File: config.mk
export PLATFORM = sky130hd
export DESIGN_NAME = config_pin_control
export DESIGN_NICKNAME = d
export VERILOG_FILES = /design/src/rtl/cfg_pin_pkg.sv /design/src/rtl/readback_if.sv /design/src/rtl/config_pin_control.sv /design/src/rtl/readback_shifter.sv
export VERILOG_INCLUDE_DIRS = /design/src /design/src/rtl
export SDC_FILE = /design/constraint.sdc
export NUM_CORES = 1
export LEC_CHECK = 0
export BUFFER_PORTS_ARGS = -buffer_cell sky130_fd_sc_hd__buf_2
export CAP_MARGIN = 20
export CORE_MARGIN = 5
export CORE_UTILIZATION = 50
export DETAILED_ROUTE_END_ITERATION = 7
export PLACE_DENSITY = 0.76
export SLEW_MARGIN = 10
export SYNTH_ARGS = -nofsm -noshare
export SYNTH_HDL_FRONTEND = slang
export SYNTH_SLANG_ARGS = --single-unit
File: constraint.sdc
create_clock -name pclk -period 3.2 [get_ports pclk]
set_input_delay 0.8 -clock pclk [delete_from_list [all_inputs] [get_ports pclk]]
set_output_delay 0.8 -clock pclk [all_outputs]
set_load 0.005 [all_outputs]
File: src/rtl/cfg_pin_defines.svh
// Constants for the configuration pin control block.
// Assumes inclusion by bare name; definitions only.
`ifndef CFG_PIN_DEFINES_SVH
`define CFG_PIN_DEFINES_SVH
// ================================================================
// Register offsets (byte addresses)
`define OFS_CTRL        12'h000
`define OFS_STATUS      12'h004
`define OFS_IRQ_STAT    12'h008
`define OFS_IRQ_MASK    12'h00C
`define OFS_ERR_SRC     12'h010
`define OFS_RB_ADDR     12'h014
// ================================================================
// Control register fields
`define CTRL_CFG_DONE   0
`define CTRL_TS_OPT     1
`define CTRL_RB_OPT     2
`define CTRL_SCAN_EN    3
`define CTRL_HOST_EN    4
`define CTRL_PLL0_USE   8
`define CTRL_RESET      32'h0000_0000
// ================================================================
// Interrupt status fields
`define IRQ_RB_START    0
`define IRQ_RB_DONE     1
`define IRQ_CFG_ERR     2
`define IRQ_MODE_LATCH  3
`define IRQ_RESET       4'h0
// ================================================================
// Readback geometry
`define RB_FRAME_BITS   32
`define RB_FRAMES       16'h0010
`define RB_FIRST_FRAME  16'h0000
`define NUM_PLL_PINS    8
`endif

File: src/rtl/cfg_pin_pkg.sv
// Types for the configuration pin control block.
// Assumes nothing beyond the defines header.
package cfg_pin_pkg;
	typedef enum logic [1:0] {
		PH_INIT_HOLD,
		PH_CONFIG,
		PH_USER
	} phase_e;
	typedef enum logic [1:0] {
		RB_IDLE,
		RB_SHIFT,
		RB_NEXT
	} rb_state_e;
endpackage : cfg_pin_pkg

File: src/rtl/readback_if.sv
// Interface between the control core and the readback shifter.
// Assumes one clock, pclk, shared by both ends.
`timescale 1ns/1ps
interface readback_if;
	logic        start;
	logic        busy;
	logic        done;
	logic [15:0] frame;
	logic        bit_out;
	modport ctrl (output start, input busy, input done, input frame, input bit_out);
	modport shifter (input start, output busy, output done, output frame, output bit_out);
endinterface : readback_if

File: src/rtl/config_pin_control.sv
// Pin control around configuration, readback and mode latching.
// Assumes all pins synchronous to pclk; pads resolve output enables.
`timescale 1ns/1ps
`include "cfg_pin_defines.svh"
// Overview of operation
// - Control input has a pull-up that is always enabled.
// - During configuration a low control input tri-states all user I/O.
// - After configuration an option decides if the input still tri-states I/O.
// - After configuration, with readback enabled, a falling edge starts readback at frame 0.
// - Readback data leaves on the shared serial pin; scan mode sends test data.
// - Configuration error output goes low on RAM or core init errors during configuration.
// - After configuration, with host port in use, error output becomes host interrupt, active low.
// - Mode pins are captured on the init rising edge and pick the mode.
// - Mode pins pulled up during configuration, become user I/O afterwards.
// - PLL clock pins tri-stated with pull-ups, user I/O when PLL unused.
// - Init pin held low open-drain while clearing; external low waits.
module config_pin_control
(
	// Clock and reset
	input  wire logic        pclk,
	input  wire logic        presetn,
	// APB slave
	input  wire logic        psel,
	input  wire logic        penable,
	input  wire logic        pwrite,
	input  wire logic [11:0] paddr,
	input  wire logic [31:0] pwdata,
	output logic      [31:0] prdata,
	output logic             pready,
	output logic             pslverr,
	// Readback and configuration control pin
	input  wire logic        rd_cfg_in,
	output logic             rd_cfg_pullup,
	output logic             global_io_tristate,
	// Shared serial output
	input  wire logic        scan_tdo,
	output logic             rd_data_out,
	// Error or host interrupt pin
	input  wire logic        ram_init_err,
	input  wire logic        core_init_err,
	input  wire logic        host_irq_req,
	output logic             host_port_irq_n,
	// Init pin, open drain
	input  wire logic        init_in,
	output logic             init_out,
	output logic             init_oe,
	input  wire logic        mem_clear_busy,
	// Mode pins
	input  wire logic [3:0]  mode_pins,
	output logic             mode_pullup,
	output logic             mode_user_io,
	output logic [3:0]       cfg_mode,
	// PLL clock pins
	output logic [7:0]       pll_clock_pins_pullup,
	output logic [7:0]       pll_clock_pins_user_io,
	// Configuration memory readback
	input  wire logic [31:0] rd_word,
	output logic [15:0]      rd_frame,
	// Interrupt
	output logic             irq
);
	// ================================================================
	// Registers
	cfg_pin_pkg::phase_e phase_ff;
	cfg_pin_pkg::phase_e nxt_phase;
	logic [31:0]         ctrl_ff;
	logic [3:0]          irq_stat_ff;
	logic [3:0]          irq_mask_ff;
	logic [1:0]          err_src_ff;
	logic [3:0]          mode_ff;
	logic                init_d_ff;
	logic                rdcfg_d_ff;
	logic                rd_data_ff;
	logic                irq_n_ff;
	logic [31:0]         prdata_ff;

	readback_if rb ();

	readback_shifter u_shifter
	(
		.pclk    (pclk),
		.presetn (presetn),
		.rb      (rb),
		.rd_word (rd_word)
	);

	// ================================================================
	// Decoding
	wire       wr_en      = psel && penable && pwrite;
	wire       rd_en      = psel && penable && !pwrite;
	wire       sel_ctrl   = (paddr == `OFS_CTRL);
	wire       sel_status = (paddr == `OFS_STATUS);
	wire       sel_istat  = (paddr == `OFS_IRQ_STAT);
	wire       sel_imask  = (paddr == `OFS_IRQ_MASK);
	wire       sel_esrc   = (paddr == `OFS_ERR_SRC);
	wire       sel_rbadr  = (paddr == `OFS_RB_ADDR);
	wire       mapped     = sel_ctrl | sel_status | sel_istat | sel_imask | sel_esrc
	                        | sel_rbadr;
	wire       cfg_done   = ctrl_ff[`CTRL_CFG_DONE];
	wire       ts_opt     = ctrl_ff[`CTRL_TS_OPT];
	wire       rb_opt     = ctrl_ff[`CTRL_RB_OPT];
	wire       scan_en    = ctrl_ff[`CTRL_SCAN_EN];
	wire       host_en    = ctrl_ff[`CTRL_HOST_EN];
	wire [7:0] pll_used   = ctrl_ff[`CTRL_PLL0_USE +: `NUM_PLL_PINS];
	wire       configuring = (phase_ff != cfg_pin_pkg::PH_USER);
	wire       init_rise  = init_in && !init_d_ff;
	wire       rdcfg_fall = !rd_cfg_in && rdcfg_d_ff;
	// Once in user phase the pin only matters through an enabled option
	wire       rb_trigger = (phase_ff == cfg_pin_pkg::PH_USER) && rb_opt && rdcfg_fall
	                        && !rb.busy;
	wire       err_now    = ram_init_err | core_init_err;
	wire [3:0] irq_events = {init_rise, err_now && configuring, rb.done, rb_trigger};
	wire [3:0] istat_clr  = (wr_en && sel_istat) ? pwdata[3:0] : 4'h0;
	wire [3:0] status_val = {phase_ff, rb.busy, init_in};

	// ================================================================
	// Phase sequencing
	always_comb
	begin
		nxt_phase = phase_ff;
		case (phase_ff)
			cfg_pin_pkg::PH_INIT_HOLD: if (init_rise) nxt_phase = cfg_pin_pkg::PH_CONFIG;
			cfg_pin_pkg::PH_CONFIG:    if (cfg_done) nxt_phase = cfg_pin_pkg::PH_USER;
			cfg_pin_pkg::PH_USER:      if (!cfg_done) nxt_phase = cfg_pin_pkg::PH_INIT_HOLD;
			default:                   nxt_phase = cfg_pin_pkg::PH_INIT_HOLD;
		endcase
	end

	always_ff @(posedge pclk or negedge presetn)
	begin
		if (!presetn)
		begin
			phase_ff   <= cfg_pin_pkg::PH_INIT_HOLD;
			init_d_ff  <= 1'b0;
			rdcfg_d_ff <= 1'b1;
			mode_ff    <= 4'hF;
		end
		else
		begin
			phase_ff   <= nxt_phase;
			init_d_ff  <= init_in;
			rdcfg_d_ff <= rd_cfg_in;
			if (init_rise && phase_ff == cfg_pin_pkg::PH_INIT_HOLD)
				mode_ff <= mode_pins;
		end
	end

	// ================================================================
	// Register file
	always_ff @(posedge pclk or negedge presetn)
	begin
		if (!presetn)
			ctrl_ff <= `CTRL_RESET;
		else if (wr_en && sel_ctrl)
			ctrl_ff <= pwdata;
	end

	always_ff @(posedge pclk or negedge presetn)
	begin
		if (!presetn)
			irq_mask_ff <= `IRQ_RESET;
		else if (wr_en && sel_imask)
			irq_mask_ff <= pwdata[3:0];
	end

	// Set wins over a same-cycle write-one clear
	always_ff @(posedge pclk or negedge presetn)
	begin
		if (!presetn)
			irq_stat_ff <= `IRQ_RESET;
		else
			irq_stat_ff <= (irq_stat_ff & ~istat_clr) | irq_events;
	end

	// Sticky error sources, cleared by write-one, set wins
	always_ff @(posedge pclk or negedge presetn)
	begin
		if (!presetn)
			err_src_ff <= 2'h0;
		else
			err_src_ff <= (err_src_ff & ~((wr_en && sel_esrc) ? pwdata[1:0] : 2'h0))
			              | ({core_init_err, ram_init_err} & {2{configuring}});
	end

	always_comb
	begin
		prdata = prdata_ff;
	end

	always_ff @(posedge pclk or negedge presetn)
	begin
		if (!presetn)
			prdata_ff <= 32'h0000_0000;
		else if (psel && !penable && !pwrite)
			prdata_ff <= sel_ctrl   ? ctrl_ff :
			             sel_status ? {24'h000000, mode_ff, status_val} :
			             sel_istat  ? {28'h0000000, irq_stat_ff} :
			             sel_imask  ? {28'h0000000, irq_mask_ff} :
			             sel_esrc   ? {30'h00000000, err_src_ff} :
			             sel_rbadr  ? {16'h0000, rb.frame} : 32'h0000_0000;
	end

	assign pready  = 1'b1;
	assign pslverr = psel && penable && !mapped;

	// ================================================================
	// Pins
	assign rb.start      = rb_trigger;
	assign rd_frame      = rb.frame;
	assign rd_cfg_pullup = 1'b1;

	always_ff @(posedge pclk or negedge presetn)
	begin
		if (!presetn)
		begin
			global_io_tristate <= 1'b1;
			rd_data_ff         <= 1'b0;
			irq_n_ff           <= 1'b1;
		end
		else
		begin
			if (configuring)
				global_io_tristate <= !rd_cfg_in;
			else
				global_io_tristate <= ts_opt && !rd_cfg_in;
			rd_data_ff <= scan_en ? scan_tdo : (rb.busy ? rb.bit_out : 1'b0);
			if (host_en && !configuring)
				irq_n_ff <= !host_irq_req;
			else
				irq_n_ff <= !(configuring && err_now);
		end
	end

	assign rd_data_out     = rd_data_ff;
	assign host_port_irq_n = irq_n_ff;
	// Open drain: drive low only while memory clears in the hold phase
	assign init_oe         = (phase_ff == cfg_pin_pkg::PH_INIT_HOLD) && mem_clear_busy;
	assign init_out        = 1'b0;
	assign cfg_mode        = mode_ff;
	assign mode_pullup     = configuring;
	assign mode_user_io    = !configuring;
	assign pll_clock_pins_pullup  = {8{configuring}};
	assign pll_clock_pins_user_io = configuring ? 8'h00 : ~pll_used;
	assign irq             = |(irq_stat_ff & irq_mask_ff);
endmodule : config_pin_control

File: src/rtl/readback_shifter.sv
// Serialises configuration frames from frame address 0 upward.
// Assumes frame data arrives from the configuration memory on rd_word.
`timescale 1ns/1ps
`include "cfg_pin_defines.svh"
module readback_shifter
(
	// Clock and reset
	input  wire logic        pclk,
	input  wire logic        presetn,
	// Control side
	readback_if.shifter      rb,
	// Configuration memory
	input  wire logic [31:0] rd_word
);
	// ================================================================
	// State
	cfg_pin_pkg::rb_state_e state_ff;
	cfg_pin_pkg::rb_state_e nxt_state;
	logic [15:0]            frame_ff;
	logic [4:0]             bit_ff;
	logic [31:0]            shreg_ff;
	logic                   done_ff;
	wire                    last_bit   = (bit_ff == 5'(`RB_FRAME_BITS - 1));
	wire                    last_frame = (frame_ff == (`RB_FRAMES - 16'h0001));

	always_comb
	begin
		nxt_state = state_ff;
		case (state_ff)
			// Each frame is loaded in RB_NEXT after its address has settled
			cfg_pin_pkg::RB_IDLE:  if (rb.start) nxt_state = cfg_pin_pkg::RB_NEXT;
			cfg_pin_pkg::RB_SHIFT: if (last_bit) nxt_state = last_frame ? cfg_pin_pkg::RB_IDLE
			                                                            : cfg_pin_pkg::RB_NEXT;
			cfg_pin_pkg::RB_NEXT:  nxt_state = cfg_pin_pkg::RB_SHIFT;
			default:               nxt_state = cfg_pin_pkg::RB_IDLE;
		endcase
	end

	always_ff @(posedge pclk or negedge presetn)
	begin
		if (!presetn)
		begin
			state_ff <= cfg_pin_pkg::RB_IDLE;
			frame_ff <= 16'h0000;
			bit_ff   <= 5'h00;
			shreg_ff <= 32'h0000_0000;
			done_ff  <= 1'b0;
		end
		else
		begin
			state_ff <= nxt_state;
			done_ff  <= (state_ff == cfg_pin_pkg::RB_SHIFT) && last_bit && last_frame;
			if (state_ff == cfg_pin_pkg::RB_IDLE && rb.start)
			begin
				frame_ff <= `RB_FIRST_FRAME;
				bit_ff   <= 5'h00;
			end
			else if (state_ff == cfg_pin_pkg::RB_SHIFT)
			begin
				bit_ff   <= bit_ff + 5'h01;
				shreg_ff <= {shreg_ff[30:0], 1'b0};
				if (last_bit && !last_frame)
					frame_ff <= frame_ff + 16'h0001;
			end
			else if (state_ff == cfg_pin_pkg::RB_NEXT)
			begin
				bit_ff   <= 5'h00;
				shreg_ff <= rd_word;
			end
		end
	end

	assign rb.busy    = (state_ff != cfg_pin_pkg::RB_IDLE);
	assign rb.done    = done_ff;
	assign rb.frame   = frame_ff;
	assign rb.bit_out = shreg_ff[31];
endmodule : readback_shifter

**Word level (Yosys, flattened, before mapping)**

Index checks and enable logic that the tools add are counted.

- Memories: 0
- Memory bits (read-only): 0
- Latch bits: 0
- Output and inout bits: 79
- Bits in registers: 141
- Logic and storage cells: 127
- Bits in writable memories: 0

- Multiply operators: 0
- $add $sub $neg: 2
- Divide/modulo/power cells: 0
- Magnitude comparators: 0
- Bitwise logic cells: 16
- Eq/ne operators: 17
- Muxes and demuxes: 29
- Reduce and logical (&&, ||, !) cells: 46
- Shift operators: 0

Operators by type and width:

| cell | number |
|---|---|
| 16-bit 2-to-1 mux | 8 |
| 32-bit 2-to-1 mux | 3 |
| 12-bit by 4-bit equality test with 1-bit output, second input constant | 2 |
| 12-bit by 5-bit equality test with 1-bit output, second input constant | 2 |
| 1-bit logical AND | 23 |
| 16-bit by 1-bit adder with 16-bit output, second input constant | 1 |
| 16-bit by 4-bit equality test with 1-bit output, second input constant | 1 |
| 5-bit 2-to-1 mux | 3 |
| 2-bit 2-to-1 mux | 7 |
| 12-bit by 3-bit equality test with 1-bit output, second input constant | 1 |
| 12-bit logical NOT | 1 |
| 2-bit case mux with 3 select lines | 2 |
| 1-bit logical NOT | 10 |
| 4-bit AND | 2 |
| 8-bit 2-to-1 mux | 1 |
| 2-bit inequality test, second input constant | 4 |
| 8-bit inverter | 1 |
| 2-bit nonzero test | 4 |
| 1-bit OR | 6 |
| 2-bit AND reduction | 3 |
| 5-bit by 1-bit adder with 5-bit output, second input constant | 1 |
| 5-bit equality test, second input constant | 1 |
| 2-bit AND | 2 |
| 2-bit by 1-bit equality test with 1-bit output, second input constant | 2 |
| 13 further kinds | 19 |

**Depth between registers and ports, before layout**

- Depth after elaboration: 8
- Depth in mapped cells: 7
- Gate-level depth less buffers: 7

**By module**

A second synthesis with hierarchy kept.

- Cell total of the unflattened synthesis: 601
- Area total of the unflattened synthesis: 6588.8 µm²

By module, submodules not included:

| module | times used | area each (µm²) | cells each | sequential area each (µm²) |
|---|---|---|---|---|
| config_pin_control | 1 | 3837.4 | 325 | 2135.8 |
| readback_shifter | 1 | 2751.4 | 276 | 1401.3 |

**Worst setup path after synthesis**

OpenSTA, ideal clock, no wires.

- Path type: input port to flip-flop
- Start point: in paddr[9]
- End point: reg ctrl_ff[10]
- Setup slack: 0.575 ns
- Arrival time: 2.500 ns
- Data required time: 3.075 ns
- Stages on the path: 5
- Library setup time: 0.125 ns
- Cells stage by stage: or4_4 -> or4_4 -> nor2_8 -> buf_8 -> mux2_4

- Cells in the longest elaborated chain, start to end: 2

RTL lines:

| what | RTL line | RTL |
|---|---|---|
| start, declared | config_pin_control.sv:26 | `input wire logic [11:0] paddr,` |
| 12-bit logical NOT (no line) | -- |  |
| 1-bit logical AND | config_pin_control.sv:154 | `else if (wr_en && sel_ctrl)` |
| end signal, assigned | config_pin_control.sv:153 | `` ctrl_ff <= `CTRL_RESET; `` |
| end signal, assigned | config_pin_control.sv:155 | `ctrl_ff <= pwdata;` |
| end, declared | config_pin_control.sv:66 | `logic [31:0] ctrl_ff;` |

No other way between the ends.
A chain may end at the register's enable or synchronous reset.

**Worst setup path after layout**

- Start point: reg phase_ff[1]
- End point: out pll_clock_pins_user_io[6]

- Cells in the longest elaborated chain, start to end: 2

RTL lines:

| what | RTL line | RTL |
|---|---|---|
| start, declared | config_pin_control.sv:64 | `cfg_pin_pkg::phase_e phase_ff;` |
| start signal, assigned | config_pin_control.sv:133 | `phase_ff <= cfg_pin_pkg::PH_INIT_HOLD;` |
| start signal, assigned | config_pin_control.sv:140 | `phase_ff <= nxt_phase;` |
| 2-bit inequality test | config_pin_control.sv:105 | `wire configuring = (phase_ff != cfg_pin_pkg::PH_USER);` |
| 8-bit 2-to-1 mux | config_pin_control.sv:243 | `assign pll_clock_pins_user_io = configuring ? 8'h00 : ~pll_used;` |
| end, declared | config_pin_control.sv:55 | `output logic [7:0] pll_clock_pins_user_io,` |

No other way between the ends.

==> summary.txt <==
Setup path
  – Worst reg2reg setup slack: approximately 0.76 ns
  – Endpoint type of the worst setup path: primary output
  – Startpoint type of the worst setup path: register
  – FF-to-FF End: u_shifter.rb.frame[15]
  – Reg-to-reg critical path startpoint: u_shifter.state_ff[1]
  – Length in cells of the worst reg-to-reg path: 6
  – Critical path, cell by cell: nor2b_1 -> buf_4 -> inv_1 -> nor2_1 -> buf_2
  – Worst Path Required: 2.40 ns
  – Worst path slowest cell: inv_1
  – Critical path class: reg2out
  – Worst setup endpoint: pll_clock_pins_user_io[6]
  – Start point of the critical path: phase_ff[1]
  – Data arrival, critical path: 2.02 ns
  – Largest incremental delay on the critical path: 0.51 ns
  – Largest fanout on the critical path: 21

Clock tree
  – Buffers inserted during post-CTS setup optimization: 0
  – Insertion delay of the later-clocked pin in the worst-skew pair: 0.43 ns
  – Clock net sink count: 141
  – TritonCTS Buffers: 17
  – Hold_buf cts: 0
  – Count of instances resized after the clock tree is built: 0
  – Clock Tree Buf Depth: 2
  – Clock Root Buffer: clkbuf_16
  – TritonCTS clock tree: built
  – Clock transition at path regs: 0.06 ns
  – H-tree levels: 4

Cells and area
  – Share of layout cells above drive strength 1: 0.3561
  – ANT cells: 0
  – Area added between synthesis and finish: 22.87%
  – Fillcell total: 1072
  – Net total in the final layout: between 800 and 900

Timing
  – Post-route worst hold slack: 0.4039 ns
  – Final Critical Period: around 2.8 ns
  – Setup skew after layout: slightly above 0.006 ns
  – Portion of the clock cycle consumed by the worst path in the final layout: 0.8823
  – Setup violators final: 0
  – Worst slew pin tran: 0.9977 ns
  – Setup TNS: 0 ns
  – Slew Limit Fails: 0
  – Min setup slack post-route: 0.3768 ns
  – Unrepaired setup endpoints after global routing: no
  – Achievable Freq: 354.2 MHz
  – Max-slew headroom at the worst pin: 0.3349
  – Number of hold-slack violations in the final timing report: 0

Logic synthesis
  – Mean post-synth cell area: 11.45 sq um
  – Synthesized instance count: slightly below 600
  – Post-synth design cell area: 6643 sq um
  – Library cells used by synthesis: 60
  – Main flop type after synthesis: dfrtp_1
  – Number of enable-type register cells in the synthesized netlist: 0
  – Seq cells post-synth: approximately 140
  – Warning count from the yosys run: 0
  – Sequential-to-total area share from yosys stat: 0.5325
  – Fraction of registers with async set or reset after synthesis: 1.000

Global routing
  – Via count of the first global-routing pass: 5428
  – Antenna violations before repair: 0
  – Residual overflow from global routing: 0
  – Maximum number of pins on one net before global-route repair: 85
  – Global-route wire length before repair: 27590 um
  – Total GRT Usage: 0.2199

Routing
  – Avg WL per Cell: 18.59 um
  – Via count: roughly 5200
  – Iteration count of the initial detailed-routing pass: 6
  – Initial DRC count: 370
  – DRC violations left: 0
  – Number of nets with antenna violations after routing: 0
  – Total wirelength of the detailed-routed design: 17150 um
  – Vias per Instance: 5.663

Power and ir drop
  – Overall power: 3.974 mW
  – Worst-case vdd ir drop: 0.0003701 V
  – Leakage power summed over all cells: 4.274 nW
  – Total power per unit cell area: around 500 nW/um^2

Place
  – IO Port Bufs: about 170
  – Placed wire-length estimate after detailed placement: 12260 um
  – Routability congestion estimate: 0.8427
  – Post-Place Worst Slack: 0.2330 ns

Floorplanning
  – Core Rows: 42
  – Die Height: roughly 130 um
  – Initial Util: 0.5056
  – IO Count: 171
  – Width of the die: approximately 130 um
  – Floorplan Core Area: 13140 sq um
  – Die outline area: 15690 sq um

Job
  – Number of maximum-capacitance constraint violations: 0

Worst hold path
  – Worst hold path type: in2async

Status
  – Outcome: complete, no violations
state kept, by name, summed over array words and instances, names as in the netlist, 4 cells and up:
register            flops
ctrl_ff                32
cfg_mode                4
prdata                 32
u_shifter.shreg_ff     32
irq_mask_ff             4
u_shifter.rb.frame     16
u_shifter.bit_ff        5
irq_stat_ff             4
stage by stage:
step	utilization	std cells	cell area [sq um]
2_1_floorplan	-	581	6646
3_3_place_gp	0.5763	891	7571
3_5_place_dp	0.5763	891	7571
4_1_cts	0.6212	923	8162
5_1_grt	0.6212	923	8162
6_report	0.6212	923	8162
where the power goes:
part | internal (mW) | total (mW) | leakage (nW) | switching (mW)
clock network | 1.23 | 1.97 | 0.300 | 0.739
registers | 1.81 | 1.82 | 1.78 | 0.0120
logic | 0.0778 | 0.184 | 2.19 | 0.106
worst min-delay path by stage:
stage	startpoint	endpoint	slack, ns
6_report	presetn	prdata[27]	0.40
2_1_floorplan	u_shifter.rb.done	irq_stat_ff[1]	0.40
4_1_cts	u_shifter.rb.done	irq_stat_ff[1]	0.44
5_1_grt	presetn	prdata[26]	0.47
3_5_place_dp	u_shifter.rb.done	irq_stat_ff[1]	0.42
3_3_place_gp	u_shifter.rb.done	irq_stat_ff[1]	0.42
critical path: cells and delay by family, from the launching register on:
kind / cells / cell delay (ns)
flops: 1 / 0.45
buf+inv: 3 / 0.85
simple gates: 2 / 0.29
layout make-up:
type                       count  area, sq um  area share
tap                          176        220.2     0.02698
inverter                       7        26.28    0.003219
timing repair buffer         176        947.2      0.1161
clock inverter                13        147.6     0.01809
multi-input combinational    391         2840      0.3480
clock buffer                  19        442.9     0.05427
sequential                   141         3537      0.4334
cell usage in the layout (no fill, tap or decap), types with 11 or more instances in the layout:
cell	instances
nand3_1	15
mux2_4	30
mux2_2	11
nand2_1	26
dfrtp_1	134
nor2_1	68
clkbuf_16	17
mux2i_1	33
a21oi_1	41
a22o_1	20
buf_2	166
Yosys cell counts, drive strengths merged (7+ instances only):
cell	number	area [sq um]
dfstp	7	183.9
nand3	15	75.07
clkbuf	24	90.09
a21oi	41	205.2
mux2	41	574.3
buf	18	157.6
and2	9	56.31
ha	7	87.58
a221o	8	80.08
a22o	20	175.2
nor2	70	295.3
nor4	7	43.79
mux2i	33	330.3
dfrtp	134	3353
o21ai	14	70.07
inv	7	26.28
or3	7	43.79
nand2	26	97.59
cell families (layout without fill, tap and decap cells):
family | after synthesis | count (layout) | synth area share
other cells | 2 | 3 | 0.001131
flops | 141 | 141 | 0.5325
xor+xnor | 9 | 9 | 0.01187
compound gates | 121 | 121 | 0.1256
mux | 74 | 74 | 0.1362
fa+ha+maj | 7 | 7 | 0.01318
simple gates | 177 | 177 | 0.1383
buf+inv | 49 | 215 | 0.04125
routing by layer:
metal,global-route usage,wire [um],up-vias
met1,0.2666,7169,2585
met5,0,0,-
li1,-,-,2390
met3,0.08017,1401,25
met2,0.3676,8323,227
met4,0.07015,261,0
Note: power is estimated with default switching activity, not from simulation.
